--- src/design/adcs_pkg.sv ---
// Shared constants for the converter sequencer
package adcs_pkg;
	// Result and edge counter widths, result FIFO depth
	localparam int RES_W = 10;
	localparam int CNT_W = 5;
	localparam int FIFO_DEPTH = 16;
	// Converter clock edge counts, from the start edge of a conversion
	localparam logic [4:0] NORM_SH_CNT = 5'h01;
	localparam logic [4:0] NORM_LAST = 5'h0C;
	localparam logic [4:0] FIRST_SH_CNT = 5'h0D;
	localparam logic [4:0] FIRST_LAST = 5'h18;
	localparam logic [4:0] AUTO_SH_CNT = 5'h01;
	localparam logic [4:0] AUTO_LAST = 5'h0D;
	localparam logic [4:0] CNT_ZERO = 5'h00;
	// Trigger source code that chains on completion
	localparam logic [2:0] TRIG_FREE_RUN = 3'h0;
	// Left-adjust padding
	localparam logic [5:0] PAD_ZERO = 6'h00;
	// Reset values
	localparam logic [3:0] CHAN_RESET = 4'h0;
	localparam logic [1:0] REF_RESET = 2'h0;
	localparam logic [9:0] RESULT_RESET = 10'h000;

	typedef enum logic [1:0] {
		ADCS_IDLE = 2'b00,
		ADCS_WAIT = 2'b01,
		ADCS_CONV = 2'b11
	} adcs_state_e;

	// Division ratio for each prescaler select code
	function automatic logic [7:0] adcs_div_ratio(input logic [2:0] sel);
		case (sel)
			3'h0: adcs_div_ratio = 8'h02;
			3'h1: adcs_div_ratio = 8'h02;
			3'h2: adcs_div_ratio = 8'h04;
			3'h3: adcs_div_ratio = 8'h08;
			3'h4: adcs_div_ratio = 8'h10;
			3'h5: adcs_div_ratio = 8'h20;
			3'h6: adcs_div_ratio = 8'h40;
			default: adcs_div_ratio = 8'h80;
		endcase
	endfunction : adcs_div_ratio
endpackage : adcs_pkg

--- src/design/adcs_fifo.sv ---
// Result FIFO with valid and ready on both sides
`timescale 1ns/10ps
`default_nettype none
module adcs_fifo #(
	parameter int WIDTH = 10,
	parameter int DEPTH = 16
) (
	// Clock and reset
	input wire logic core_clk,
	input wire logic rst,
	// Fill side
	input wire logic in_valid,
	input wire logic [WIDTH-1:0] in_data,
	output logic in_ready,
	// Drain side
	output logic out_valid,
	input wire logic out_ready,
	output logic [WIDTH-1:0] out_data
);
	localparam int AW = $clog2(DEPTH);
	localparam logic [AW:0] FULL = (AW+1)'(DEPTH);

	logic [WIDTH-1:0] mem [DEPTH];
	logic [AW-1:0] wr_ptr, next_wr_ptr, rd_ptr, next_rd_ptr;
	logic [AW:0] count, next_count;
	logic push, pop;

	assign in_ready = (count != FULL);
	assign out_valid = (count != '0);
	assign out_data = mem[rd_ptr];
	assign push = in_valid && in_ready;
	assign pop = out_valid && out_ready;

	// Pointer and occupancy update
	always_comb begin
		next_wr_ptr = push ? AW'(wr_ptr + 1'b1) : wr_ptr;
		next_rd_ptr = pop ? AW'(rd_ptr + 1'b1) : rd_ptr;
		next_count = count;
		if (push && !pop) begin
			next_count = (AW+1)'(count + 1'b1);
		end else if (pop && !push) begin
			next_count = (AW+1)'(count - 1'b1);
		end
	end

	always_ff @(posedge core_clk) begin
		if (rst) begin
			wr_ptr <= '0;
			rd_ptr <= '0;
			count <= '0;
		end else begin
			wr_ptr <= next_wr_ptr;
			rd_ptr <= next_rd_ptr;
			count <= next_count;
		end
	end

	// Storage write
	always_ff @(posedge core_clk) begin
		if (push) begin
			mem[wr_ptr] <= in_data;
		end
	end
endmodule : adcs_fifo
`default_nettype wire

--- src/design/adcs_prescaler.sv ---
// Converter clock prescaler producing rise and fall pulses
`timescale 1ns/10ps
`default_nettype none
module adcs_prescaler (
	// Clock and reset
	input wire logic core_clk,
	input wire logic rst,
	// Control
	input wire logic run,
	input wire logic restart,
	input wire logic [7:0] ratio,
	// Converter clock edges
	output logic rise,
	output logic fall
);
	logic [7:0] cnt, next_cnt;
	logic next_rise, next_fall;
	logic [7:0] top, half;

	assign top = ratio - 8'h01;
	assign half = (ratio >> 1) - 8'h01;

	// Divider held at zero while stopped
	always_comb begin
		next_rise = 1'b0;
		next_fall = 1'b0;
		if (!run || restart) begin
			next_cnt = 8'h00;
		end else if (cnt >= top) begin // Wraps at once after a ratio drop
			next_cnt = 8'h00;
			next_rise = 1'b1;
		end else begin
			next_cnt = cnt + 8'h01;
			next_fall = (cnt == half);
		end
	end

	always_ff @(posedge core_clk) begin
		if (rst) begin
			cnt <= 8'h00;
			rise <= 1'b0;
			fall <= 1'b0;
		end else begin
			cnt <= next_cnt;
			rise <= next_rise;
			fall <= next_fall;
		end
	end
endmodule : adcs_prescaler
`default_nettype wire

--- src/design/adcs_sequencer.sv ---
// Conversion sequencer: start logic, timing, selection buffer, results
`timescale 1ns/10ps
`default_nettype none
// Operation
// RULE1: Start write with power reduction clear begins one conversion; cleared at end.
// RULE2: Channel change during conversion applies only after it completes.
// RULE3: Auto-trigger enable starts conversions from the selected trigger source.
// RULE4: Rising trigger edge restarts the prescaler and starts a conversion.
// RULE5: Trigger still high at completion, or edges while converting, start nothing.
// RULE6: Done flag sets regardless of interrupt enables; trigger flag needs clearing.
// RULE7: Done-flag source chains conversions; first one needs the start bit.
// RULE8: Start write works under auto-trigger; start bit reads one while converting.
// RULE9: Prescaler runs while enabled, held reset while disabled.
// RULE10: Software picks a prescaler giving a suitable converter clock.
// RULE11: A written start begins at the next converter clock rise.
// RULE12: Normal conversion takes 13 cycles, first after enable takes 25.
// RULE13: Sample at 1.5 cycles normally, 13.5 cycles on the first.
// RULE14: Completion writes result, sets done flag, clears start bit if single.
// RULE15: Auto-trigger samples two cycles after trigger; conversion lasts 13.5.
// RULE16: Free running keeps start bit set and restarts on each completion.
// RULE17: Channel and reference go through a buffer, locked during conversion.
// RULE18: Buffer copying resumes in the last cycle before completion.
// RULE19: Software waits one converter cycle after start before new selection.
// RULE20: Software changes selection only at safe moments.
// RULE21: Free-run channel change affects only the conversion after the next.
// RULE22: Low-byte read blocks result updates until high byte read.
// RULE23: Selections take effect only while the converter is enabled.
// RULE24: Result right adjusted, or left adjusted when left adjust is set.
// RULE25: Prescaler ratios and trigger sources are configurable constants.
// RULE26: Interrupt asserts on flag and enable; writing one clears the flag.
module adcs_sequencer (
	// Clock and reset
	input wire logic core_clk,
	input wire logic rst,
	// Software control
	input wire logic converter_enable,
	input wire logic converter_power_reduction,
	input wire logic start_write,
	input wire logic auto_trigger_enable,
	input wire logic [2:0] trigger_source_select,
	input wire logic [2:0] prescaler_select,
	input wire logic left_adjust_result,
	// Selection buffer write
	input wire logic selection_write,
	input wire logic [3:0] channel_select_wdata,
	input wire logic [1:0] reference_select_wdata,
	// Flag, interrupt and result access
	input wire logic done_flag_clear,
	input wire logic done_int_enable,
	input wire logic result_low_read,
	input wire logic result_high_read,
	// Trigger pins, sources 1 to 7
	input wire logic [6:0] trigger_pins,
	// Analog core result
	input wire logic [adcs_pkg::RES_W-1:0] analog_result,
	// Status to software
	output logic conversion_start_bit,
	output logic conversion_done_flag,
	output logic done_irq,
	output logic [7:0] result_low_byte,
	output logic [7:0] result_high_byte,
	// Analog core control
	output logic conv_active,
	output logic sample_hold,
	output logic [3:0] channel_select,
	output logic [1:0] reference_select
);
	adcs_pkg::adcs_state_e state, next_state;
	logic [adcs_pkg::CNT_W-1:0] cnt, next_cnt;
	logic first, next_first, auto_mode, next_auto, en_prev;
	logic next_sh, done_evt, pre_restart, pre_rise, pre_fall;
	logic [6:0] trig_s1, trig_s2;
	logic [7:0] trig_all;
	logic trig_level, trig_prev, trig_edge, free_sel, can_start, last, copy_en;
	logic [3:0] chan_buf, next_chan_buf, next_chan;
	logic [1:0] ref_buf, next_ref_buf, next_ref;
	logic next_flag, next_irq, lock, next_lock;
	logic [adcs_pkg::RES_W-1:0] raw, next_raw, fifo_data;
	logic fifo_in_ready, fifo_out_valid, fifo_out_ready;
	logic [15:0] next_res;

	// Final edge count of the running conversion
	function automatic logic [4:0] conv_last(input logic is_first, input logic is_auto);
		if (is_first) begin
			conv_last = adcs_pkg::FIRST_LAST;
		end else if (is_auto) begin
			conv_last = adcs_pkg::AUTO_LAST;
		end else begin
			conv_last = adcs_pkg::NORM_LAST;
		end
	endfunction : conv_last

	// Right or left adjusted result word
	function automatic logic [15:0] fmt_result(input logic [9:0] r, input logic left);
		fmt_result = left ? {r, adcs_pkg::PAD_ZERO} : {adcs_pkg::PAD_ZERO, r};
	endfunction : fmt_result

	// Converter clock, held reset while disabled
	adcs_prescaler u_prescaler (
		.core_clk(core_clk),
		.rst(rst),
		.run(converter_enable), // [RULE9]
		.restart(pre_restart),
		.ratio(adcs_pkg::adcs_div_ratio(prescaler_select)), // [RULE25]
		.rise(pre_rise),
		.fall(pre_fall)
	);

	// Trigger pin synchroniser and edge register
	always_ff @(posedge core_clk) begin
		if (rst) begin
			trig_s1 <= 7'h00;
			trig_s2 <= 7'h00;
			trig_prev <= 1'b0;
			en_prev <= 1'b0;
		end else begin
			trig_s1 <= trigger_pins;
			trig_s2 <= trig_s1;
			trig_prev <= trig_level;
			en_prev <= converter_enable;
		end
	end

	// Trigger selection and start qualification
	assign trig_all = {trig_s2, 1'b0};
	assign trig_level = trig_all[trigger_source_select]; // [RULE3] [RULE25]
	assign trig_edge = trig_level && !trig_prev; // [RULE4]
	assign free_sel = (trigger_source_select == adcs_pkg::TRIG_FREE_RUN);
	assign can_start = converter_enable && !converter_power_reduction && fifo_in_ready;
	assign last = (state == adcs_pkg::ADCS_CONV) && (cnt >= conv_last(first, auto_mode));
	assign copy_en = (state != adcs_pkg::ADCS_CONV) || last; // [RULE17] [RULE18]

	// Conversion state machine
	always_comb begin
		next_state = state;
		next_cnt = cnt;
		next_first = first;
		next_auto = auto_mode;
		next_sh = 1'b0;
		done_evt = 1'b0;
		pre_restart = 1'b0;
		case (state)
			adcs_pkg::ADCS_IDLE: begin
				// Edges are only seen while idle, so busy-time edges are dropped
				if (can_start && auto_trigger_enable && !free_sel && trig_edge) begin
					next_state = adcs_pkg::ADCS_CONV; // [RULE4] [RULE5]
					next_cnt = adcs_pkg::CNT_ZERO;
					next_auto = 1'b1;
					pre_restart = 1'b1;
				end else if (can_start && start_write) begin
					next_state = adcs_pkg::ADCS_WAIT; // [RULE1] [RULE8]
					next_auto = 1'b0;
				end
			end
			adcs_pkg::ADCS_WAIT: begin
				if (pre_rise) begin
					next_state = adcs_pkg::ADCS_CONV; // [RULE11]
					next_cnt = adcs_pkg::CNT_ZERO;
				end
			end
			adcs_pkg::ADCS_CONV: begin
				if (pre_rise) begin
					next_cnt = adcs_pkg::CNT_W'(cnt + 1'b1);
				end
				if (first) begin
					next_sh = pre_fall && (cnt == adcs_pkg::FIRST_SH_CNT); // [RULE13]
					done_evt = pre_rise && (cnt == adcs_pkg::FIRST_LAST); // [RULE12]
				end else if (auto_mode) begin
					next_sh = pre_rise && (cnt == adcs_pkg::AUTO_SH_CNT); // [RULE15]
					done_evt = pre_fall && (cnt == adcs_pkg::AUTO_LAST); // [RULE15]
				end else begin
					next_sh = pre_fall && (cnt == adcs_pkg::NORM_SH_CNT); // [RULE13]
					done_evt = pre_rise && (cnt == adcs_pkg::NORM_LAST); // [RULE12]
				end
				if (done_evt) begin
					next_first = 1'b0;
					// Done-flag source chains regardless of the flag state
					if (auto_trigger_enable && free_sel && fifo_in_ready) begin
						next_cnt = adcs_pkg::CNT_ZERO; // [RULE7] [RULE16]
						next_auto = 1'b0;
					end else begin
						next_state = adcs_pkg::ADCS_IDLE; // [RULE14] [RULE5]
					end
				end
			end
			default: next_state = adcs_pkg::ADCS_IDLE;
		endcase
		if (!converter_enable || converter_power_reduction) begin
			next_state = adcs_pkg::ADCS_IDLE;
		end
		if (converter_enable && !en_prev) begin
			next_first = 1'b1; // [RULE12]
		end
	end

	always_ff @(posedge core_clk) begin
		if (rst) begin
			state <= adcs_pkg::ADCS_IDLE;
			cnt <= adcs_pkg::CNT_ZERO;
			first <= 1'b0;
			auto_mode <= 1'b0;
			conversion_start_bit <= 1'b0;
			conv_active <= 1'b0;
			sample_hold <= 1'b0;
		end else begin
			state <= next_state;
			cnt <= next_cnt;
			first <= next_first;
			auto_mode <= next_auto;
			conversion_start_bit <= (next_state != adcs_pkg::ADCS_IDLE); // [RULE8] [RULE16]
			conv_active <= (next_state == adcs_pkg::ADCS_CONV);
			sample_hold <= next_sh;
		end
	end

	// Selection buffer and active selection
	always_comb begin
		next_chan_buf = selection_write ? channel_select_wdata : chan_buf; // [RULE17]
		next_ref_buf = selection_write ? reference_select_wdata : ref_buf;
		next_chan = channel_select;
		next_ref = reference_select;
		if (converter_enable && copy_en) begin
			next_chan = chan_buf; // [RULE2] [RULE21] [RULE23]
			next_ref = ref_buf;
		end
	end

	always_ff @(posedge core_clk) begin
		if (rst) begin
			chan_buf <= adcs_pkg::CHAN_RESET;
			ref_buf <= adcs_pkg::REF_RESET;
			channel_select <= adcs_pkg::CHAN_RESET;
			reference_select <= adcs_pkg::REF_RESET;
		end else begin
			chan_buf <= next_chan_buf;
			ref_buf <= next_ref_buf;
			channel_select <= next_chan;
			reference_select <= next_ref;
		end
	end

	// Done flag and interrupt; a set beats a same-cycle clear
	always_comb begin
		next_flag = done_evt || (conversion_done_flag && !done_flag_clear); // [RULE6] [RULE26]
		next_irq = conversion_done_flag && done_int_enable; // [RULE26]
	end

	always_ff @(posedge core_clk) begin
		if (rst) begin
			conversion_done_flag <= 1'b0;
			done_irq <= 1'b0;
		end else begin
			conversion_done_flag <= next_flag;
			done_irq <= next_irq;
		end
	end

	// Results queue; full queue holds off new starts
	adcs_fifo #(
		.WIDTH(adcs_pkg::RES_W),
		.DEPTH(adcs_pkg::FIFO_DEPTH)
	) u_fifo (
		.core_clk(core_clk),
		.rst(rst),
		.in_valid(done_evt && !lock), // [RULE22]
		.in_data(analog_result),
		.in_ready(fifo_in_ready),
		.out_valid(fifo_out_valid),
		.out_ready(fifo_out_ready),
		.out_data(fifo_data)
	);

	assign fifo_out_ready = !lock && !result_low_read;

	// Result register, blocked between low and high reads
	always_comb begin
		next_lock = lock;
		if (result_high_read) begin
			next_lock = 1'b0; // [RULE22]
		end else if (result_low_read) begin
			next_lock = 1'b1;
		end
		next_raw = (fifo_out_valid && fifo_out_ready) ? fifo_data : raw; // [RULE14]
		next_res = fmt_result(raw, left_adjust_result); // [RULE24]
	end

	always_ff @(posedge core_clk) begin
		if (rst) begin
			lock <= 1'b0;
			raw <= adcs_pkg::RESULT_RESET;
			result_low_byte <= 8'h00;
			result_high_byte <= 8'h00;
		end else begin
			lock <= next_lock;
			raw <= next_raw;
			result_low_byte <= next_res[7:0];
			result_high_byte <= next_res[15:8];
		end
	end

	// Checks
	property p_start_taken; // [RULE1]
		@(posedge core_clk) disable iff (rst)
		(state == adcs_pkg::ADCS_IDLE) && can_start && start_write |=> conversion_start_bit;
	endproperty
	a_start_taken: assert property (p_start_taken) else $error("start write not taken");

	property p_busy_reads_one; // [RULE8]
		@(posedge core_clk) disable iff (rst)
		conv_active |-> conversion_start_bit;
	endproperty
	a_busy_reads_one: assert property (p_busy_reads_one) else $error("start bit low while busy");

	property p_done_sets_flag; // [RULE14]
		@(posedge core_clk) disable iff (rst)
		done_evt |=> conversion_done_flag ##1 (done_irq == $past(done_int_enable));
	endproperty
	a_done_sets_flag: assert property (p_done_sets_flag) else $error("done flag or irq wrong");

	property p_busy_edge_ignored; // [RULE5]
		@(posedge core_clk) disable iff (rst)
		(state == adcs_pkg::ADCS_CONV) && !done_evt && converter_enable
			&& !converter_power_reduction |=> $stable(auto_mode) || (state == adcs_pkg::ADCS_IDLE);
	endproperty
	a_busy_edge_ignored: assert property (p_busy_edge_ignored) else $error("trigger accepted busy");

	property p_normal_length; // [RULE12]
		@(posedge core_clk) disable iff (rst)
		(state == adcs_pkg::ADCS_CONV) && !first && !auto_mode && pre_rise
			&& (cnt == adcs_pkg::NORM_LAST) |-> done_evt;
	endproperty
	a_normal_length: assert property (p_normal_length) else $error("normal conversion length");

	property p_sel_locked; // [RULE17]
		@(posedge core_clk) disable iff (rst)
		!copy_en |=> $stable(channel_select) && $stable(reference_select);
	endproperty
	a_sel_locked: assert property (p_sel_locked) else $error("selection changed while locked");

	property p_prescaler_held; // [RULE9]
		@(posedge core_clk) disable iff (rst)
		!converter_enable |=> !pre_rise && !pre_fall;
	endproperty
	a_prescaler_held: assert property (p_prescaler_held) else $error("prescaler ran disabled");

	property p_result_blocked; // [RULE22]
		@(posedge core_clk) disable iff (rst)
		lock && !result_high_read |=> $stable(raw);
	endproperty
	a_result_blocked: assert property (p_result_blocked) else $error("result changed while blocked");

	property p_disabled_no_copy; // [RULE23]
		@(posedge core_clk) disable iff (rst)
		!converter_enable |=> $stable(channel_select);
	endproperty
	a_disabled_no_copy: assert property (p_disabled_no_copy) else $error("selection copied disabled");
endmodule : adcs_sequencer
`default_nettype wire

--- config.mk ---
export PLATFORM = sky130hd
export DESIGN_NAME = adcs_sequencer
export DESIGN_NICKNAME = d
export VERILOG_FILES = /design/src/design/adcs_pkg.sv /design/src/design/adcs_fifo.sv /design/src/design/adcs_prescaler.sv /design/src/design/adcs_sequencer.sv
export SDC_FILE = /design/constraint.sdc
export NUM_CORES = 1
export LEC_CHECK = 0
export BUFFER_PORTS_ARGS = -buffer_cell sky130_fd_sc_hd__buf_4
export CORE_MARGIN = 8
export CORE_UTILIZATION = 40
export CTS_CLUSTER_DIAMETER = 200
export CTS_CLUSTER_SIZE = 25
export DETAILED_ROUTE_END_ITERATION = 8
export SLEW_MARGIN = 10
export SYNTH_ARGS = -nofsm -noshare
export SYNTH_HDL_FRONTEND = slang
export SYNTH_HIERARCHICAL = 1
export SYNTH_SLANG_ARGS = --single-unit
--- constraint.sdc ---
create_clock -name core_clk -period 4.45 [get_ports core_clk]
set_clock_uncertainty 0.15 [all_clocks]
set_input_delay 0.445 -clock core_clk [delete_from_list [all_inputs] [get_ports core_clk]]
set_output_delay 0.445 -clock core_clk [all_outputs]
set_load 0.02 [all_outputs]
==> impl_metrics.ini <==
[drt]
ant_nets = 0
viasPerCell = 5.13
met3WireLength_um = 1030
drt_iter0_drc = 377
firstDrtPassIters = 4
wl_um = 20400
drt-wirelength-per-cell_um = 17.5
routed.top_layer = met4
wl_met1_um = 9360
wl_met2_um = 9800
drc_errors = 0
vias = 5995

[critical_path]
path_buf_inv = 1
r2r_start = cnt[2]
r2r_slack_ns = 0.50
required_ns = 4.69
cp.arrival_ns = 4.19
max_stage_delay_ns = 0.52
cp-end-kind = flip-flop
crit_family = compound AO/OA/AOI/OAI gates
r2r_cells = 12
worst_setup_path_start_kind = flip-flop
rr_endpoint = u_fifo/count[4]
path_cells = or4b_4 -> a2111oi_4 -> nor2_1 -> nor2_1 -> a21boi_2 -> ha_1 -> inv_1 -> ha_1 -> a21oi_1 -> a211oi_1 -> a31oi_1 -> mux2_2
critPathSlowestCell = or4b_4
criticalPathCategory = flip-flop to flip-flop
path_max_fanout = 8
cp.depth = 12

[floorplan]
chipHeight_um = 179
start_util_pct = 40.8
fp-row-count = 59
die_x_um = 179
die_area_mm2 = 0.0320
coreArea_mm2 = 0.0261
ios = 68

[hold_path]
hold_start = trigger_pins[4]
min_path_type = input port to flip-flop
hold_path_end = trig_s1[4]
hold_path_depth = 2

[cts]
clkTransAtPathRegs_ns = 0.10
cts_hold_buffers = 1
clockRootBuffer = clkbuf_16
postCtsSetupBuffers = 0
ctsResizeCount = 0
cts_buffers = 14
clock_latency_ns = 0.50
clock_path_buffers = 3
cts_tree = yes
ctsHtreeMaxLevel = 1
clock-sinks = 256

[sta]
relSlewSlack_pct = 30.2
max_freq_mhz = 253
post-route-min-period_ns = 3.95
rsz0062_at_grt = no
max_slew.worst_pin.slew_ns = 1.05
hold_ws_ns = 0.0265
hold_viol = 0
slew_violations = 0
setup-tns-final_ns = 0
final.period_utilization_pct = 88.8
setup_viol = 0

[logic_synthesis]
synthCells = 759
syn_area_mm2 = 0.0106
synth_cell_type_count = 70
syn_area_per_cell_um2 = 14.0
synth_edf_count = 160
ys_seq_area_share_pct = 63.3
ys_ff_latch = 256
synthArstFlopShare_pct = 0
ys.flop_type = edfxtp_1
yosys_warnings = 6

[pwr]
powerDensity_mw_per_mm2 = 400
ir_drop_v = 0.000240
leakagePower_uw = 0.00414

[status]
run_status = complete, no violations

[grt]
grt_pass1_vias = 5950
overflow = 0
grt.total_usage_pct = 12.8
antenna_found_initial = 0
grt_start_max_net_pins = 74
grt_pass1_wl_um = 32700

[layout]
n_antenna_cell = 0
finalNetCount = 896
fin_area_mm2 = 0.0119
final_cell_mix = 160 x edfxtp_1, 94 x dfxtp_1, 85 x buf_4, 68 x nor2_1, 59 x nand2_1
fillers = 2318
area_growth_pct = 12.3
drive_above_1_share_pct = 19.8
final_common_cell = edfxtp_1

[place]
numPortBuffers = 67
placed_area_mm2 = 0.0115
place_congestion = 0.786
dp_hpwl_um = 14300

[job]
cap_violations = 0
## how the worst max path moves through the flow
stage / endpoint / slack (ns) / startpoint
final: u_fifo/count[4] / 0.50 / cnt[2]
after global routing: u_fifo/count[4] / 0.12 / cnt[2]
after CTS: u_fifo/count[4] / 0.50 / cnt[2]
after detailed placement: u_fifo/count[4] / 0.52 / cnt[2]
after global placement: u_fifo/count[4] / 0.63 / cnt[2]
after floorplan: u_fifo/count[4] / 0.93 / cnt[2]
## cell usage after synthesis, types with 2 or more instances
library cell	count	area share, %
buf_2	4	0.19
a21oi_2	2	0.16
edfxtp_1	160	45
a22oi_1	20	1.4
a2111oi_1	4	0.38
nor2_1	68	2.4
and2_1	14	0.82
ha_1	27	3.2
mux2i_1	15	1.4
nand4_1	4	0.24
nand2_1	59	2.1
nor4_1	6	0.35
o21ai_0	11	0.52
buf_1	6	0.21
xnor2_1	14	1.2
buf_6	2	0.21
mux4_2	40	8.5
and3_1	7	0.41
nor3b_1	3	0.21
buf_4	7	0.49
nand2b_1	8	0.47
nand3b_1	4	0.28
a31oi_1	3	0.18
o21ai_1	6	0.28
o211ai_1	4	0.28
xor2_1	16	1.3
nand3_1	15	0.71
a21oi_1	30	1.4
clkbuf_1	16	0.57
nor2b_1	21	1.2
or3_1	3	0.18
nor3_1	10	0.47
dfxtp_1	96	18
a211oi_1	3	0.21
inv_1	16	0.57
## power breakdown
part | switching, uW | internal (uW) | total, uW | leakage, uW
combinational | 363 | 362 | 726 | 0.00172
sequential | 112 | 2600 | 2710 | 0.00222
clock | 736 | 607 | 1340 | 0.000196
## cells by family after synthesis
family / Yosys count / synth area share [%]
multiplexers: 58 / 10.2
AO/OA/AOI/OAI: 101 / 7.17
flip-flops: 256 / 63.3
XOR/XNOR: 30 / 2.47
buffers and inverters: 51 / 2.24
adder cells (fa/ha/maj): 28 / 3.37
other: 1 / 0.0353
AND/OR/NAND/NOR: 234 / 11.2
## final cells by class
class                   count  area, um^2  area share [%]
multi-input cells         453        3670            30.7
flip-flops and latches    256        6730            56.4
well taps                 335         419            3.51
clock buffers              20         373            3.12
repair buffers             86         648            5.43
inverters                  16        60.1           0.503
clock inverters             2        36.3           0.304
## routing by layer
metal | global-route usage, % | vias to the layer above
li1 | - | 2942
met1 | 17.7 | 2924
met2 | 21.1 | 112
met3 | 1.98 | 17
met4 | 2.48 | 0
met5 | 0 | -
## stage by stage
step / util [%] / std cells / power [uW] / setup slack (ns)
finish: 45.8 / 1168 / 4780 / 0.497
CTS: 45.8 / 1168 / 4850 / 0.504
detailed placement: 44.2 / 1145 / 3500 / 0.523
floorplan: - / 760 / 3300 / 0.931
global placement: 44.2 / 1145 / 3500 / 0.631
global route: 45.8 / 1168 / 5000 / 0.123
## registers in the layout (all words and copies together), names as in the netlist, 4 cells and up, named ones only
name              flops
u_fifo/mem          160
raw                  10
result_high_byte      8
result_low_byte       8
u_prescaler/cnt       8
trig_s1               7
trig_s2               7
cnt                   5
u_fifo/count          5
chan_buf              4
channel_select        4
u_fifo/rd_ptr         4
u_fifo/wr_ptr         4
Power figures use the tool's default switching activity.
